--- config.mk ---
export PLATFORM = sky130hd
export DESIGN_NAME = cfm_flag_ctl
export DESIGN_NICKNAME = d
export VERILOG_FILES = /design/src/core/cfm_pkg.sv /design/src/core/cfm_alu8.sv /design/src/core/cfm_flag_ctl.sv
export VERILOG_INCLUDE_DIRS = /design/src /design/src/core
export SDC_FILE = /design/constraint.sdc
export NUM_CORES = 1
export LEC_CHECK = 0
export BUFFER_PORTS_ARGS = -buffer_cell sky130_fd_sc_hd__buf_4
export CORE_MARGIN = 10
export CORE_UTILIZATION = 45
export DETAILED_ROUTE_END_ITERATION = 7
export MAX_ROUTING_LAYER = met4
export PLACE_DENSITY = 0.76
export SETUP_SLACK_MARGIN = 0.3
export SYNTH_ARGS = -nofsm -noshare
export SYNTH_HDL_FRONTEND = slang
export SYNTH_SLANG_ARGS = --single-unit
--- constraint.sdc ---
create_clock -name clock -period 7.8 [get_ports clock]
set_input_delay 0.78 -clock clock [delete_from_list [all_inputs] [get_ports clock]]
set_output_delay 0.78 -clock clock [all_outputs]
set_load 0.005 [all_outputs]
--- src/core/cfm_cfg.svh ---
// Purpose: Constants for the flag and mask control block
// Assumes: 20 MHz core clock, APB register window of 16 bytes
// Notes: Definitions only
`ifndef CFM_CFG_SVH
`define CFM_CFG_SVH

// Register byte offsets
`define CFM_FLAGS_OFS 8'h00
`define CFM_CTRL_OFS 8'h04
`define CFM_STAT_OFS 8'h08
`define CFM_OSC_OFS 8'h0c

// Flag bit positions
`define CFM_BIT_C 0
`define CFM_BIT_Z 1
`define CFM_BIT_N 2
`define CFM_BIT_I 3
`define CFM_BIT_H 4
`define CFM_BIT_V 7

// Flag masks and reset value
`define CFM_ONES 8'h60
`define CFM_I_MASK 8'h08
`define CFM_FLAGS_RST 8'h68

// Vectors and opcode; opcode value is arbitrary
`define CFM_BRK_VEC 16'hfffc
`define CFM_MON_VEC 16'hfefc
`define CFM_TRAP_OPCODE 8'h00

// Timing
`define CFM_CLK_NS 50
`define CFM_OSC_DLY_NS 204800
`define CFM_OSC_DLY_CYC (`CFM_OSC_DLY_NS / `CFM_CLK_NS)
`define CFM_IMM_CYC 2

`endif

--- src/core/cfm_pkg.sv ---
// Purpose: Types for the flag and mask control block
// Assumes: Constants live in cfm_cfg.svh
// Notes: None
package cfm_pkg;

  typedef enum logic [4:0] {
    OP_NONE, OP_ADD, OP_ADC, OP_SUB, OP_SBC, OP_AND, OP_ORA, OP_EOR,
    OP_MOV, OP_ASL, OP_LSR, OP_ROL, OP_ROR, OP_ASR, OP_BTST,
    OP_DEC_ADJ, OP_TAP, OP_CLR_MASK, OP_SEI, OP_SP_ADD, OP_IX_ADD,
    OP_WAIT, OP_STOP, OP_RET_IRQ
  } cfm_op_e;

  // Gray along run, push, mask, vector
  typedef enum logic [2:0] {
    ST_RUN = 3'b000, ST_PUSH = 3'b001, ST_MASK = 3'b011,
    ST_VEC = 3'b010, ST_WAIT = 3'b110, ST_STOP = 3'b111,
    ST_OSC = 3'b101
  } cfm_state_e;

  typedef struct packed {
    logic [7:0] flags;
    cfm_state_e st;
    logic [15:0] cnt;
    logic [15:0] osc_dly;
    logic mon;
    logic [1:0] imm_stage;
    logic [15:0] imm_sum;
    logic [7:0] res;
    logic brk;
    logic gate;
    logic ir_load;
    logic [15:0] vec;
    logic vec_brk;
    logic [2:0] irq_id;
    logic [31:0] prdata;
  } cfm_state_s;

endpackage : cfm_pkg

--- src/core/cfm_alu8.sv ---
// Purpose: 8-bit result and flag computation
// Assumes: Purely combinational, flags in cfm_cfg.svh layout
// Notes: aff marks the flag bits that the operation writes
`timescale 1ns/1ns
`default_nettype none
`include "cfm_cfg.svh"
module cfm_alu8 import cfm_pkg::*; (
  // Operation
  input wire cfm_op_e op,
  input wire logic [7:0] a,
  input wire logic [7:0] b,
  input wire logic [7:0] flags,
  // Result
  output logic [7:0] res,
  output logic [7:0] nflg,
  output logic [7:0] aff
);

  logic [8:0] s;
  logic [4:0] hs;
  logic ci;
  logic [7:0] cf;

  always_comb begin
    res = a;
    nflg = 8'h00;
    aff = 8'h00;
    s = 9'h000;
    hs = 5'h00;
    cf = 8'h00;
    ci = (op == OP_ADC || op == OP_SBC) ? flags[`CFM_BIT_C] : 1'b0;
    case (op)
      OP_ADD, OP_ADC: begin
        s = {1'b0, a} + {1'b0, b} + {8'h00, ci};
        hs = {1'b0, a[3:0]} + {1'b0, b[3:0]} + {4'h0, ci};
        res = s[7:0];
        nflg[`CFM_BIT_V] = (a[7] == b[7]) && (res[7] != a[7]);
        nflg[`CFM_BIT_H] = hs[4];
        nflg[`CFM_BIT_C] = s[8];
        aff = 8'h97;
      end
      OP_SUB, OP_SBC: begin
        s = {1'b0, a} - {1'b0, b} - {8'h00, ci};
        res = s[7:0];
        nflg[`CFM_BIT_V] = (a[7] != b[7]) && (res[7] != a[7]);
        nflg[`CFM_BIT_C] = s[8];
        aff = 8'h87;
      end
      OP_AND, OP_ORA, OP_EOR, OP_MOV: begin
        res = (op == OP_AND) ? (a & b) : (op == OP_ORA) ? (a | b) :
              (op == OP_EOR) ? (a ^ b) : b;
        aff = 8'h86;
      end
      OP_ASL, OP_ROL, OP_LSR, OP_ROR, OP_ASR: begin
        if (op == OP_ASL || op == OP_ROL) begin
          res = {a[6:0], (op == OP_ROL) & flags[`CFM_BIT_C]};
          nflg[`CFM_BIT_C] = a[7];
        end else begin
          res = {(op == OP_ROR) ? flags[`CFM_BIT_C] :
                 (op == OP_ASR) & a[7], a[7:1]};
          nflg[`CFM_BIT_C] = a[0];
        end
        nflg[`CFM_BIT_V] = res[7] ^ nflg[`CFM_BIT_C];
        aff = 8'h87;
      end
      OP_BTST: begin
        nflg[`CFM_BIT_C] = a[b[2:0]];
        aff = 8'h01;
      end
      OP_DEC_ADJ: begin
        // Correction picked from H, C and the digits
        cf[3:0] = (flags[`CFM_BIT_H] || a[3:0] > 4'h9) ? 4'h6 : 4'h0;
        cf[7:4] = (flags[`CFM_BIT_C] || a > 8'h99) ? 4'h6 : 4'h0;
        res = a + cf;
        nflg[`CFM_BIT_C] = flags[`CFM_BIT_C] || a > 8'h99;
        aff = 8'h07;
      end
      default: begin
        res = a;
      end
    endcase
    nflg[`CFM_BIT_N] = res[7];
    nflg[`CFM_BIT_Z] = (res == 8'h00);
  end

endmodule : cfm_alu8
`default_nettype wire

--- src/core/cfm_flag_ctl.sv ---
// Purpose: Condition flags, interrupt mask, entry, sleep and break
// Assumes: Sequencer presents one operation per op_valid pulse
// Notes: APB slave answers with no wait state
//
// What this block does
// - Eight flag bits, bits 6 and 5 one
// - Overflow flag tracks two's complement overflow
// - Half carry from bit 3 on adds
// - Decimal adjust uses half carry and carry
// - Mask set blocks maskable interrupts
// - Entry pushes, then masks, then fetches vector
// - Entry stacking leaves index high byte out
// - Highest priority pending request served first
// - Return restores stacked flags including mask
// - Reset sets mask; clear, transfer to flags, return, wait and stop clear it
// - Negative flag copies result bit 7
// - Zero flag set on all-zero result
// - Carry from bit 7, borrow, shifts, tests
// - Wait clears mask, gates clock
// - Stop clears mask, gates clock
// - Stop exit waits oscillator delay
// - Break loads trap opcode and vector
// - Break starts at instruction end
// - Return ends break once request drops
// - Stack pointer add, sign extended, two cycles
// - Index add, sign extended, two cycles
`timescale 1ns/1ns
`default_nettype none
`include "cfm_cfg.svh"
module cfm_flag_ctl import cfm_pkg::*; (
  // Clock and reset
  input wire logic clock,
  input wire logic nrst,
  // APB slave
  input wire logic psel,
  input wire logic penable,
  input wire logic pwrite,
  input wire logic [7:0] paddr,
  input wire logic [31:0] pwdata,
  output logic [31:0] prdata,
  output logic pready,
  output logic pslverr,
  // Operation from the sequencer
  input wire logic op_valid,
  input wire cfm_op_e op_code,
  input wire logic [7:0] op_a,
  input wire logic [7:0] op_b,
  input wire logic instr_last,
  output logic [7:0] res,
  output logic [7:0] flags,
  output logic cond_lt,
  output logic cond_le,
  // Immediate adds
  input wire logic [15:0] sp_in,
  input wire logic [15:0] hx_in,
  output logic [15:0] imm_sum,
  output logic imm_done,
  // Interrupts and break
  input wire logic [7:0] irq_req,
  input wire logic ext_irq,
  input wire logic brk_req,
  output logic push_req,
  input wire logic push_done,
  output logic vec_req,
  input wire logic vec_done,
  output logic vec_brk,
  output logic [15:0] vec_addr,
  output logic [2:0] irq_id,
  output logic ir_load,
  output logic [7:0] ir_value,
  // Clock gating
  output logic clk_gate
);

  localparam cfm_state_s RST = '{
    flags: `CFM_FLAGS_RST,
    st: ST_RUN,
    osc_dly: 16'(`CFM_OSC_DLY_CYC),
    default: '0
  };

  cfm_state_s q;
  cfm_state_s n;
  logic [7:0] alu_res;
  logic [7:0] alu_flg;
  logic [7:0] alu_aff;
  logic [2:0] pri;
  logic op_take;
  logic sleep_op;
  logic apb_wr;
  logic hit;
  logic [31:0] rd_mux;
  logic [15:0] imm_base;

  cfm_alu8 i_cfm_alu8 (
    .op(op_code),
    .a(op_a),
    .b(op_b),
    .flags(q.flags),
    .res(alu_res),
    .nflg(alu_flg),
    .aff(alu_aff)
  );

  ////////////////////////////////////////////////////////////////////////////
  // Decode

  assign op_take = op_valid && q.st == ST_RUN && q.imm_stage == 2'd0;
  assign sleep_op = op_take && (op_code == OP_WAIT || op_code == OP_STOP);
  assign apb_wr = psel && penable && pwrite;
  assign imm_base = (op_code == OP_SP_ADD) ? sp_in : hx_in;

  // Lowest index wins
  always_comb begin
    pri = 3'd0;
    for (int i = 7; i >= 0; i--) begin
      if (irq_req[i]) begin
        pri = 3'(i);
      end
    end
  end

  always_comb begin
    hit = 1'b1;
    rd_mux = 32'h0000_0000;
    case (paddr)
      `CFM_FLAGS_OFS: rd_mux = {24'h00_0000, q.flags};
      `CFM_CTRL_OFS: rd_mux = {31'h0000_0000, q.mon};
      `CFM_STAT_OFS: begin
        rd_mux = {26'h000_0000, q.st, q.gate, q.brk, |q.imm_stage};
      end
      `CFM_OSC_OFS: rd_mux = {16'h0000, q.osc_dly};
      default: hit = 1'b0;
    endcase
  end

  ////////////////////////////////////////////////////////////////////////////
  // Next state

  always_comb begin
    n = q;
    n.ir_load = 1'b0;
    if (psel && !penable) begin
      n.prdata = rd_mux;
    end
    if (apb_wr) begin
      case (paddr)
        // Bus cannot touch the mask; only clear, transfer to flags, return, wait and stop may clear it
        `CFM_FLAGS_OFS: begin
          n.flags = (pwdata[7:0] & ~`CFM_I_MASK) |
                    (q.flags & `CFM_I_MASK);
        end
        `CFM_CTRL_OFS: n.mon = pwdata[0];
        `CFM_OSC_OFS: n.osc_dly = pwdata[15:0];
        default: n.mon = q.mon;
      endcase
    end

    // Two-cycle immediate add, flags untouched
    case (q.imm_stage)
      2'd1: n.imm_stage = 2'd2;
      2'd2: n.imm_stage = 2'd0;
      default: n.imm_stage = 2'd0;
    endcase

    if (op_take) begin
      case (op_code)
        OP_SP_ADD, OP_IX_ADD: begin
          n.imm_sum = imm_base + {{8{op_b[7]}}, op_b};
          n.imm_stage = 2'd1;
        end
        OP_TAP: n.flags = op_b;
        OP_CLR_MASK: n.flags[`CFM_BIT_I] = 1'b0;
        OP_SEI: n.flags[`CFM_BIT_I] = 1'b1;
        OP_RET_IRQ: begin
          n.flags = op_b;
          if (q.brk && !brk_req) begin
            n.brk = 1'b0;
          end
        end
        OP_WAIT: begin
          n.flags[`CFM_BIT_I] = 1'b0;
          n.gate = 1'b1;
          n.st = ST_WAIT;
        end
        OP_STOP: begin
          n.flags[`CFM_BIT_I] = 1'b0;
          n.gate = 1'b1;
          n.st = ST_STOP;
        end
        default: begin
          n.res = alu_res;
          n.flags = (q.flags & ~alu_aff) | (alu_flg & alu_aff);
        end
      endcase
    end

    case (q.st)
      ST_RUN: begin
        if (sleep_op) begin
          n.irq_id = q.irq_id;
        end else if (brk_req && instr_last && !q.brk) begin
          // Break is not maskable and starts on the last cycle
          n.brk = 1'b1;
          n.ir_load = 1'b1;
          n.vec_brk = 1'b1;
          n.vec = q.mon ? `CFM_MON_VEC : `CFM_BRK_VEC;
          n.st = ST_PUSH;
        end else if (instr_last && !q.flags[`CFM_BIT_I] && |irq_req) begin
          n.irq_id = pri;
          n.vec_brk = 1'b0;
          n.vec = 16'h0000;
          n.st = ST_PUSH;
        end
      end
      ST_PUSH: begin
        if (push_done) begin
          n.st = ST_MASK;
        end
      end
      ST_MASK: begin
        n.flags[`CFM_BIT_I] = 1'b1;
        n.st = ST_VEC;
      end
      ST_VEC: begin
        if (vec_done) begin
          n.st = ST_RUN;
        end
      end
      ST_WAIT: begin
        // Any request wakes; mask stays clear
        if (|irq_req) begin
          n.gate = 1'b0;
          n.st = ST_RUN;
        end
      end
      ST_STOP: begin
        if (ext_irq) begin
          n.cnt = q.osc_dly;
          n.st = ST_OSC;
        end
      end
      ST_OSC: begin
        // A zero delay still costs one cycle
        if (q.cnt <= 16'd1) begin
          n.gate = 1'b0;
          n.st = ST_RUN;
        end else begin
          n.cnt = q.cnt - 16'd1;
        end
      end
      default: n.st = ST_RUN;
    endcase
    n.flags = n.flags | `CFM_ONES;
  end

  always_ff @(posedge clock or negedge nrst) begin
    if (!nrst) begin
      q <= RST;
    end else begin
      q <= n;
    end
  end

  ////////////////////////////////////////////////////////////////////////////
  // Outputs

  assign prdata = q.prdata;
  assign pready = 1'b1;
  assign pslverr = psel && penable && !hit;
  assign res = q.res;
  assign flags = q.flags;
  assign cond_lt = q.flags[`CFM_BIT_N] ^ q.flags[`CFM_BIT_V];
  assign cond_le = q.flags[`CFM_BIT_Z] | cond_lt;
  assign imm_sum = q.imm_sum;
  assign imm_done = (q.imm_stage == 2'd2);
  // Push set is PC, X, A and flags; index high byte is never stacked
  assign push_req = (q.st == ST_PUSH);
  assign vec_req = (q.st == ST_VEC);
  assign vec_brk = q.vec_brk;
  assign vec_addr = q.vec;
  assign irq_id = q.irq_id;
  assign ir_load = q.ir_load;
  assign ir_value = `CFM_TRAP_OPCODE;
  assign clk_gate = q.gate;

  ////////////////////////////////////////////////////////////////////////////
  // Checks

  logic [7:0] chk_add;
  logic [4:0] chk_hc;
  logic [8:0] chk_c8;
  assign chk_add = op_a + op_b;
  assign chk_hc = {1'b0, op_a[3:0]} + {1'b0, op_b[3:0]};
  assign chk_c8 = {1'b0, op_a} + {1'b0, op_b};
endmodule : cfm_flag_ctl
`default_nettype wire

Yosys cells after proc, flatten, opt, wreduce, memory -nomap -nowiden
Index checks and enable logic that the tools add are counted.
{ "classes": {"mux": 69, "bitwise_logic": 16, "add_sub_neg": 9, "reduce_logical": 51, "order_cmp": 4, "n_eq_ne": 40} }
{ "op_table": {"columns": ["op", "n"], "rows": [
  ["$pmux 8 s5", 2],
  ["$mux 8", 8],
  ["$pmux 16 s4", 1],
  ["$mux 3", 19],
  ["$eq 5x4->1 const B", 8],
  ["$eq 5x5->1 const B", 8],
  ["$mux 18", 2],
  ["$mux 16", 2],
  ["$pmux 16 s2", 1],
  ["$mux 28", 1],
  ["$and 8x8->8", 3],
  ["$mux 21", 1],
  ["$pmux 3 s7", 1],
  ["$eq 5x3->1 const B", 4],
  ["$mux 20", 1],
  ["$mux 19", 1],
  ["$mux 1", 17],
  ["$mux 17", 1],
  ["$add 16x16->16", 1],
  ["$eq 8x4->1 const B", 2],
  ["$le 16x1->1 const B", 1],
  ["$logic_not 8->1", 2],
  ["$or 8x8->8", 2],
  ["$reduce_or 8->1", 2],
  ["54 further kinds", 98]
]} }
{ "totals": {"out_inout_bits": 101, "reg_bits": 123, "inputBits": 112} }

Longest topological paths before layout
Gate-level depths: netlist of the first run.
{ "logic_depth": {"word_depth": 15, "mapped_depth": 17, "mapped_depth_nobuf": 14} }

Hierarchy
From an unflattened synthesis of the first run, not the netlist that was laid out.
{ "hier_totals": {"cells_unflattened": 946, "area_unflattened_um2": 8276.7} }
{ "modules_own_cells": {"columns": ["module", "n_inst", "cells_per_inst", "seq_area_each_um2", "area_per_inst_um2"], "rows": [
  ["cfm_flag_ctl", 1, 650, 2304.7, 6088.3],
  ["cfm_alu8", 1, 296, 0.0, 2188.3]
]} }

Worst setup path before layout of the first run
Ideal clock, no wire load.
{ "synth_path": {"path_kind": "input -> register", "start": "input port op_code[3]", "end": "register q, in the netlist imm_sum[14]", "arrival_time_ps": 4531, "stages": 16, "slack_ps": 3139, "setup_ps": 130, "required_time_ps": 7670, "cell_sequence": "buf_6 -> nand2b_1 -> clkbuf_1 -> nor2_1 -> clkbuf_1 -> mux2_2 -> ha_1 -> fa_1 -> a21oi_2 -> o21ai_2 -> a2111oi_4 -> nor3_1 -> or4_1 -> a31oi_1 -> xor2_1 -> o21ai_1"} }
{ "synth_between": {"elab_chain_len": 3} }
{ "synth_lines": {"columns": ["item", "line_no", "source"], "rows": [
  ["start: declaration", "cfm_flag_ctl.sv:45", "input wire cfm_op_e op_code,"],
  ["$eq 5x5->1 (on tied branches)", "cfm_flag_ctl.sv:111, cfm_flag_ctl.sv:167", null],
  ["$mux 16 or $reduce_or 2->1 (tied branches)", "cfm_flag_ctl.sv:111, cfm_flag_ctl.sv:167", null],
  ["$add 16x16->16 or $reduce_and 2->1 (tied branches)", null, null],
  ["end signal: assignment", "cfm_flag_ctl.sv:261", "q <= n;"],
  ["end: declaration", "cfm_flag_ctl.sv:82", "cfm_state_s q;"]
]} }
Parallel ways exist; a longest one is shown, timed or not.
A chain may end at the register's enable or synchronous reset.

Final worst setup path of the first run
{ "layout_path": {"start": "input port op_code[1]", "end": "register q, in the netlist imm_sum[14]"} }
Same word-level chain as after synthesis.

==> results of run 1 <==
-- sequential cells by signal (all words and copies together) (netlist names), 2 cells and up --
signal	cells
q	39
imm_sum	16
prdata	16
res	8
flags	6
irq_id	3
vec_addr	2
-- where the power goes --
part / total, mW / switching (mW) / leakage (nW) / internal, mW
Sequential: 0.674 / 0.0992 / 1.23 / 0.575
Combinational: 0.788 / 0.395 / 2.99 / 0.394
Clock: 0.418 / 0.198 / 0.137 / 0.220
Total: 1.88 / 0.692 / 4.35 / 1.19
-- metal layers --
metal | up-vias | track usage | share of wire
met1 | 3487 | 0.232 | 0.40
met3 | 39 | 0.0400 | 0.067
met4 | 0 | 0.0585 | 0.023
met5 | - | - | 0
li1 | 3447 | - | -
met2 | 243 | 0.334 | 0.51
-- worst min path at each step --
stage,start,to,cells after the start
floorplan,q[80]$_DFF_PN0_,q[80]$_DFF_PN0_,1
global route,nrst,flags[7]$_DFFE_PN0P_,1
global placement,q[80]$_DFF_PN0_,q[80]$_DFF_PN0_,1
finish,nrst,vec_addr[8]$_DFFE_PN0P_,1
detailed placement,q[80]$_DFF_PN0_,q[80]$_DFF_PN0_,1
CTS,nrst,q[81]$_DFFE_PN0P_,1
-- area by class of cell --
type                    count  area [um^2]
clock buffers              10          229
clock inverters             6         48.8
fillers                  1706         8720
inverters                  41          154
multi-input cells         713         4930
flip-flops and latches     92         2300
well taps                 229          287
repair buffers            172         1290
-- cells in the final DEF, fill, tap and decap left out, types with 4 or more instances in the layout --
| cell | instances |
|---|---|
| o211ai_1 | 8 |
| a41oi_1 | 4 |
| ha_1 | 51 |
| conb_1 | 29 |
| mux2_2 | 43 |
| xor2_1 | 9 |
| o21ai_0 | 77 |
| xnor2_1 | 20 |
| o311ai_0 | 4 |
| a31oi_1 | 11 |
| o21ai_1 | 6 |
| a22o_1 | 9 |
| a32oi_1 | 6 |
| nor2b_1 | 10 |
| or3_1 | 6 |
| nor3_1 | 27 |
| inv_1 | 41 |
| clkbuf_16 | 9 |
| nand2b_1 | 11 |
| nand3_1 | 15 |
| nand2_1 | 75 |
| a21oi_1 | 53 |
| and2_1 | 4 |
| a211oi_1 | 9 |
| buf_4 | 172 |
| o31ai_1 | 6 |
| dfrtp_1 | 90 |
| o21a_1 | 4 |
| o22ai_1 | 5 |
| a21o_1 | 12 |
| or2_2 | 8 |
| fa_1 | 6 |
| mux2i_1 | 19 |
| a22oi_1 | 20 |
| nand3b_1 | 4 |
| nor2_1 | 75 |
-- worst max-delay path: cells and delay by family --
kind	cells	cell delay (ns)
buffers and inverters	2	0.59
adders and majority gates	2	0.66
AOI/OAI and AO/OA	5	1.00
and+or+nand+nor	4	0.94
xor gates and xnor gates	1	0.17
muxes	1	0.37
-- logic make-up (layout without fill, tap and decap cells) --
logic type,Yosys count,after routing,synth area share
compound gates,267,267,0.215
simple gates,267,267,0.160
buf+inv,180,229,0.131
flops,92,92,0.281
mux,64,64,0.0877
fa+ha+maj,57,57,0.0925
xor+xnor,29,29,0.0310
other cells,2,29,0.000916
==> flow_summary.json, run 1 <==
{
  "ant_nets": 0,
  "dr.pass1.iters": 5,
  "status": "finished, final reports clean",
  "synthTopCellsByArea": "dfrtp_1 (27%), buf_4 (8.7%), ha_1 (7.8%)",
  "final_layout_size_suffix_gt1_frac": 0.249,
  "yosysWarnings": 0,
  "core_area_mm2": 0.0180,
  "cts_tree": "done",
  "synth_most_common_cell": "buf_4",
  "finalCritPeriodShare": 0.553,
  "gp_congestion": 0.966,
  "setup_slack_ns": 3.48,
  "crit_slowest_cell": "or4_1",
  "min_period_ns": 4.32,
  "postCtsSetupBuffers": 0,
  "synth_seq_cells": 92,
  "critical_path_arrival_ns": 4.55,
  "cts-root-buf": "clkbuf_16",
  "grt_setup_unrepaired": "no",
  "syn_area_mm2": 0.00820,
  "hp-class": "input pin to async pin",
  "drv_cap": 0,
  "wl_per_cell_um": 19.1,
  "via_per_inst": 5.71,
  "grt_pass1_vias": 6993,
  "num_io_pins": 213,
  "max_stage_delay_ns": 0.51,
  "ys_types": 84,
  "insertion_delay_ns": 0.36,
  "fin_area_mm2": 0.00924,
  "whs_ns": 0.338,
  "reg2reg_slack_ns": 4.04,
  "start_util": 0.456,
  "cp.required_ns": 8.04,
  "synth_edf_count": 0,
  "die_width_um": 155,
  "cts_resized": 0,
  "crit_path_cell_trace": "buf_4 > nand3b_1 > nor2_1 > buf_4 > mux2_2 > ha_1 > fa_1 > a21oi_2 > o21ai_2 > a2111oi_4 > nor3_1 > or4_1 > a31oi_1 > xor2_1 > o21ai_1",
  "fp.dieArea_mm2": 0.0240,
  "grt_max_degree": 69,
  "rr_startpoint": "flags[0]$_DFFE_PN0P_",
  "endpoint": "imm_sum[14]$_DFFE_PN0P_",
  "clockBufferDepth": 2,
  "worstSetupStartpointType": "input pin",
  "slew_headroom": 0.179,
  "ff2ff_path_depth": 13,
  "grt_use_total": 0.197,
  "timing.final.max_slew_violations": 0,
  "powerDensity_mw_per_mm2": 204,
  "holdBufCountCts": 0,
  "nNetsFinal": 1198,
  "wl_um": 24200,
  "dp_slack_ns": 3.12,
  "place_hpwl_um": 18600,
  "setup.worst_path.end_class": "register",
  "postPlaceCellArea_mm2": 0.00896,
  "fin_util": 0.514,
  "crit_type": "input pin to register",
  "synthToLayoutAreaGrowth_pct": 12.7,
  "drt_iter0_markers": 534,
  "antennaDiodeCount": 0,
  "synth_top_area_share": 0.275,
  "synth-seq-area-share": 0.281,
  "dp_cells": 1247,
  "synth_common_cells": "buf_4 (95), dfrtp_1 (90), o21ai_0 (77)",
  "final.setup.tns_ns": 0,
  "ir_drop_mv": 0.130,
  "r2r-end": "res[7]$_DFFE_PN0P_",
  "synth-async-reset-ratio": 1.00,
  "layoutNonFillerInstCount": 1263,
  "critPathLaunch": "op_code[1]",
  "die_y_um": 155,
  "h-tree-depth": 3,
  "hold_violations": 0,
  "cpMostUsedCell": "buf_4",
  "port_buffers": 167,
  "drt_drc_violations_left": 0,
  "power.total_mw": 1.88,
  "cts.sinks": 92,
  "cts_buffers": 9,
  "syn_area_per_cell_um2": 8.56,
  "dr_total_vias": 7216,
  "clock_skew_ns": 0.0121,
  "worst_slew_pin_slew_ns": 1.22,
  "std_cell_rows": 49,
  "clock.fmax_mhz": 232,
  "grt_remaining_overflow": 0,
  "cp_max_fo": 31,
  "power_leakage_nw": 4.35,
  "grt_pass1_wl_um": 37800,
  "setup_viol": 0,
  "synth_area_leader_cell": "dfrtp_1",
  "synth-main-ff-cell": "dfrtp_1",
  "synthCells": 958,
  "antenna_found_initial": 0,
  "path_clk_slew_ns": 0.07
}
Note: power is estimated with default switching activity, not from simulation.
==> run 2: changes to the inputs <==
--- a/config.mk
+++ b/config.mk
@@ -11,7 +11,7 @@
 export CORE_UTILIZATION = 45
 export DETAILED_ROUTE_END_ITERATION = 7
 export MAX_ROUTING_LAYER = met4
-export PLACE_DENSITY = 0.76
+export PLACE_DENSITY = 0.78
 export SETUP_SLACK_MARGIN = 0.3
 export SYNTH_ARGS = -nofsm -noshare
 export SYNTH_HDL_FRONTEND = slang
==> constraint.sdc (replaced) <==
create_clock -name clock -period 3.8 [get_ports clock]
set_input_delay 0.38 -clock clock [delete_from_list [all_inputs] [get_ports clock]]
set_output_delay 0.38 -clock clock [all_outputs]
set_load 0.005 [all_outputs]
==> flow_summary.json, run 2 (same netlist as run 1, synthesis figures left out) <==
{
  "dr.pass1.iters": 5,
  "min_period_ns": 3.30,
  "h-tree-depth": 3,
  "crit_path_cell_trace": "buf_4 > nand3b_1 > nor2_4 > mux2_4 > ha_4 > fa_2 > a21oi_2 > o21ai_2 > a2111oi_4 > nor3_2 > or4_1 > a31oi_1 > xor2_1 > o21ai_1",
  "wl_um": 24700,
  "dp_cells": 1265,
  "most-common-layout-cells": "buf_4 (190), dfrtp_1 (90), o21ai_0 (77)",
  "ir_drop_mv": 0.285,
  "hold_violations": 15,
  "reg2reg_slack_ns": 0.55,
  "gp_congestion": 0.998,
  "nNetsFinal": 1216,
  "setup.worst_path.end_class": "register",
  "die_width_um": 155,
  "wl_per_cell_um": 19.3,
  "std_cell_rows": 49,
  "cts.sinks": 92,
  "power.total_mw": 3.96,
  "grt_setup_unrepaired": "no",
  "n_fill_cell": 1673,
  "grt_max_degree": 36,
  "setup_viol": 0,
  "timing.final.max_slew_violations": 0,
  "core_area_mm2": 0.0180,
  "crit_type": "input pin to register",
  "via_per_inst": 5.68,
  "rr_startpoint": "flags[0]$_DFFE_PN0P_",
  "power_leakage_nw": 4.46,
  "clockBufferDepth": 2,
  "drt_drc_violations_left": 0,
  "antennaDiodeCount": 0,
  "slew_headroom": 0.336,
  "cp.required_ns": 4.04,
  "regMostFlops": "q",
  "final_layout_size_suffix_gt1_frac": 0.268,
  "num_io_pins": 213,
  "cp_max_fo": 5,
  "grt_pass1_wl_um": 38500,
  "path_clk_slew_ns": 0.08,
  "ff2ff_path_depth": 15,
  "dr_total_vias": 7279,
  "whs_ns": -0.0164,
  "insertion_delay_ns": 0.35,
  "largest_register_ffs": 39,
  "hp-class": "input pin to async pin",
  "r2r-end": "res[7]$_DFFE_PN0P_",
  "violations": "negative hold slack",
  "powerDensity_mw_per_mm2": 419,
  "layoutNonFillerInstCount": 1281,
  "crit_slowest_cell": "or4_1",
  "final.setup.tns_ns": 0,
  "critical_path_arrival_ns": 3.54,
  "final_common_cell": "buf_4",
  "postCtsSetupBuffers": 0,
  "grt_remaining_overflow": 0,
  "drt_iter0_markers": 570,
  "drv_cap": 0,
  "fp.dieArea_mm2": 0.0240,
  "cts-root-buf": "clkbuf_16",
  "max_stage_delay_ns": 0.41,
  "clock_skew_ns": 0.0105,
  "synthToLayoutAreaGrowth_pct": 15.3,
  "start_util": 0.456,
  "status": "finished, violations left",
  "worstSetupStartpointType": "input pin",
  "ant_nets": 0,
  "place_hpwl_um": 19200,
  "finalCritPeriodShare": 0.868,
  "antenna_found_initial": 0,
  "port_buffers": 167,
  "worst_slew_pin_slew_ns": 0.988,
  "grt_pass1_vias": 7117,
  "die_y_um": 155,
  "cts_tree": "done",
  "cts_buffers": 9,
  "clock.fmax_mhz": 303,
  "grt_use_total": 0.202
}
## run 2: worst max path at each step
stage	to	slack, ns	from
after floorplan	imm_sum[14]$_DFFE_PN0P_	0.20	op_code[2]
after global placement	imm_sum[13]$_DFFE_PN0P_	0.17	op_code[2]
after detailed placement	imm_sum[15]$_DFFE_PN0P_	0.14	op_code[2]
after CTS	imm_sum[13]$_DFFE_PN0P_	0.50	op_code[2]
after global routing	imm_sum[13]$_DFFE_PN0P_	0.34	op_code[2]
final	imm_sum[14]$_DFFE_PN0P_	0.50	op_code[2]
## run 2: worst max-delay path: cells and delay by family
family	cells	cell delay (ns)
multiplexers	1	0.34
XOR/XNOR	1	0.16
adder cells (fa/ha/maj)	2	0.58
AO/OA/AOI/OAI	5	0.96
buffers and inverters	1	0.12
AND/OR/NAND/NOR	4	0.99
## run 2: final cells by class
cell class | instances | area (um^2) | share of cell area
Multi-Input combinational cell | 713 | 4980 | 0.527
Sequential cell | 92 | 2300 | 0.244
Timing Repair Buffer | 190 | 1430 | 0.151
Tap cell | 229 | 287 | 0.0303
Clock buffer | 9 | 225 | 0.0238
Inverter | 41 | 154 | 0.0163
Clock inverter | 7 | 71.3 | 0.00755
## run 2: stage by stage
stage | utilization | worst slack (ns) | cell area, um^2
after floorplan | - | 0.198 | 8360
after global placement | 0.509 | 0.175 | 9140
after detailed placement | 0.509 | 0.137 | 9140
after CTS | 0.525 | 0.501 | 9440
after global routing | 0.526 | 0.336 | 9450
final | 0.526 | 0.503 | 9450
## run 2: per-layer routing
layer | track usage | part of all wire
met5 | - | 0
met1 | 0.242 | 0.40
met3 | 0.0394 | 0.075
met4 | 0.0531 | 0.018
met2 | 0.341 | 0.51
## run 2: timing repair
item | 4_1_cts | 5_1_grt
endpoints found under the setup margin | 0 | 2
hold buffers | 0 | 0
gates resized for setup | 0 | 1
## run 2: report_power, final
group	switching [mW]	internal (mW)	total, mW	leakage, nW
Sequential	0.198	1.18	1.38	1.23
Combinational	0.845	0.839	1.68	3.09
Clock	0.435	0.464	0.899	0.144
Total	1.48	2.48	3.96	4.46
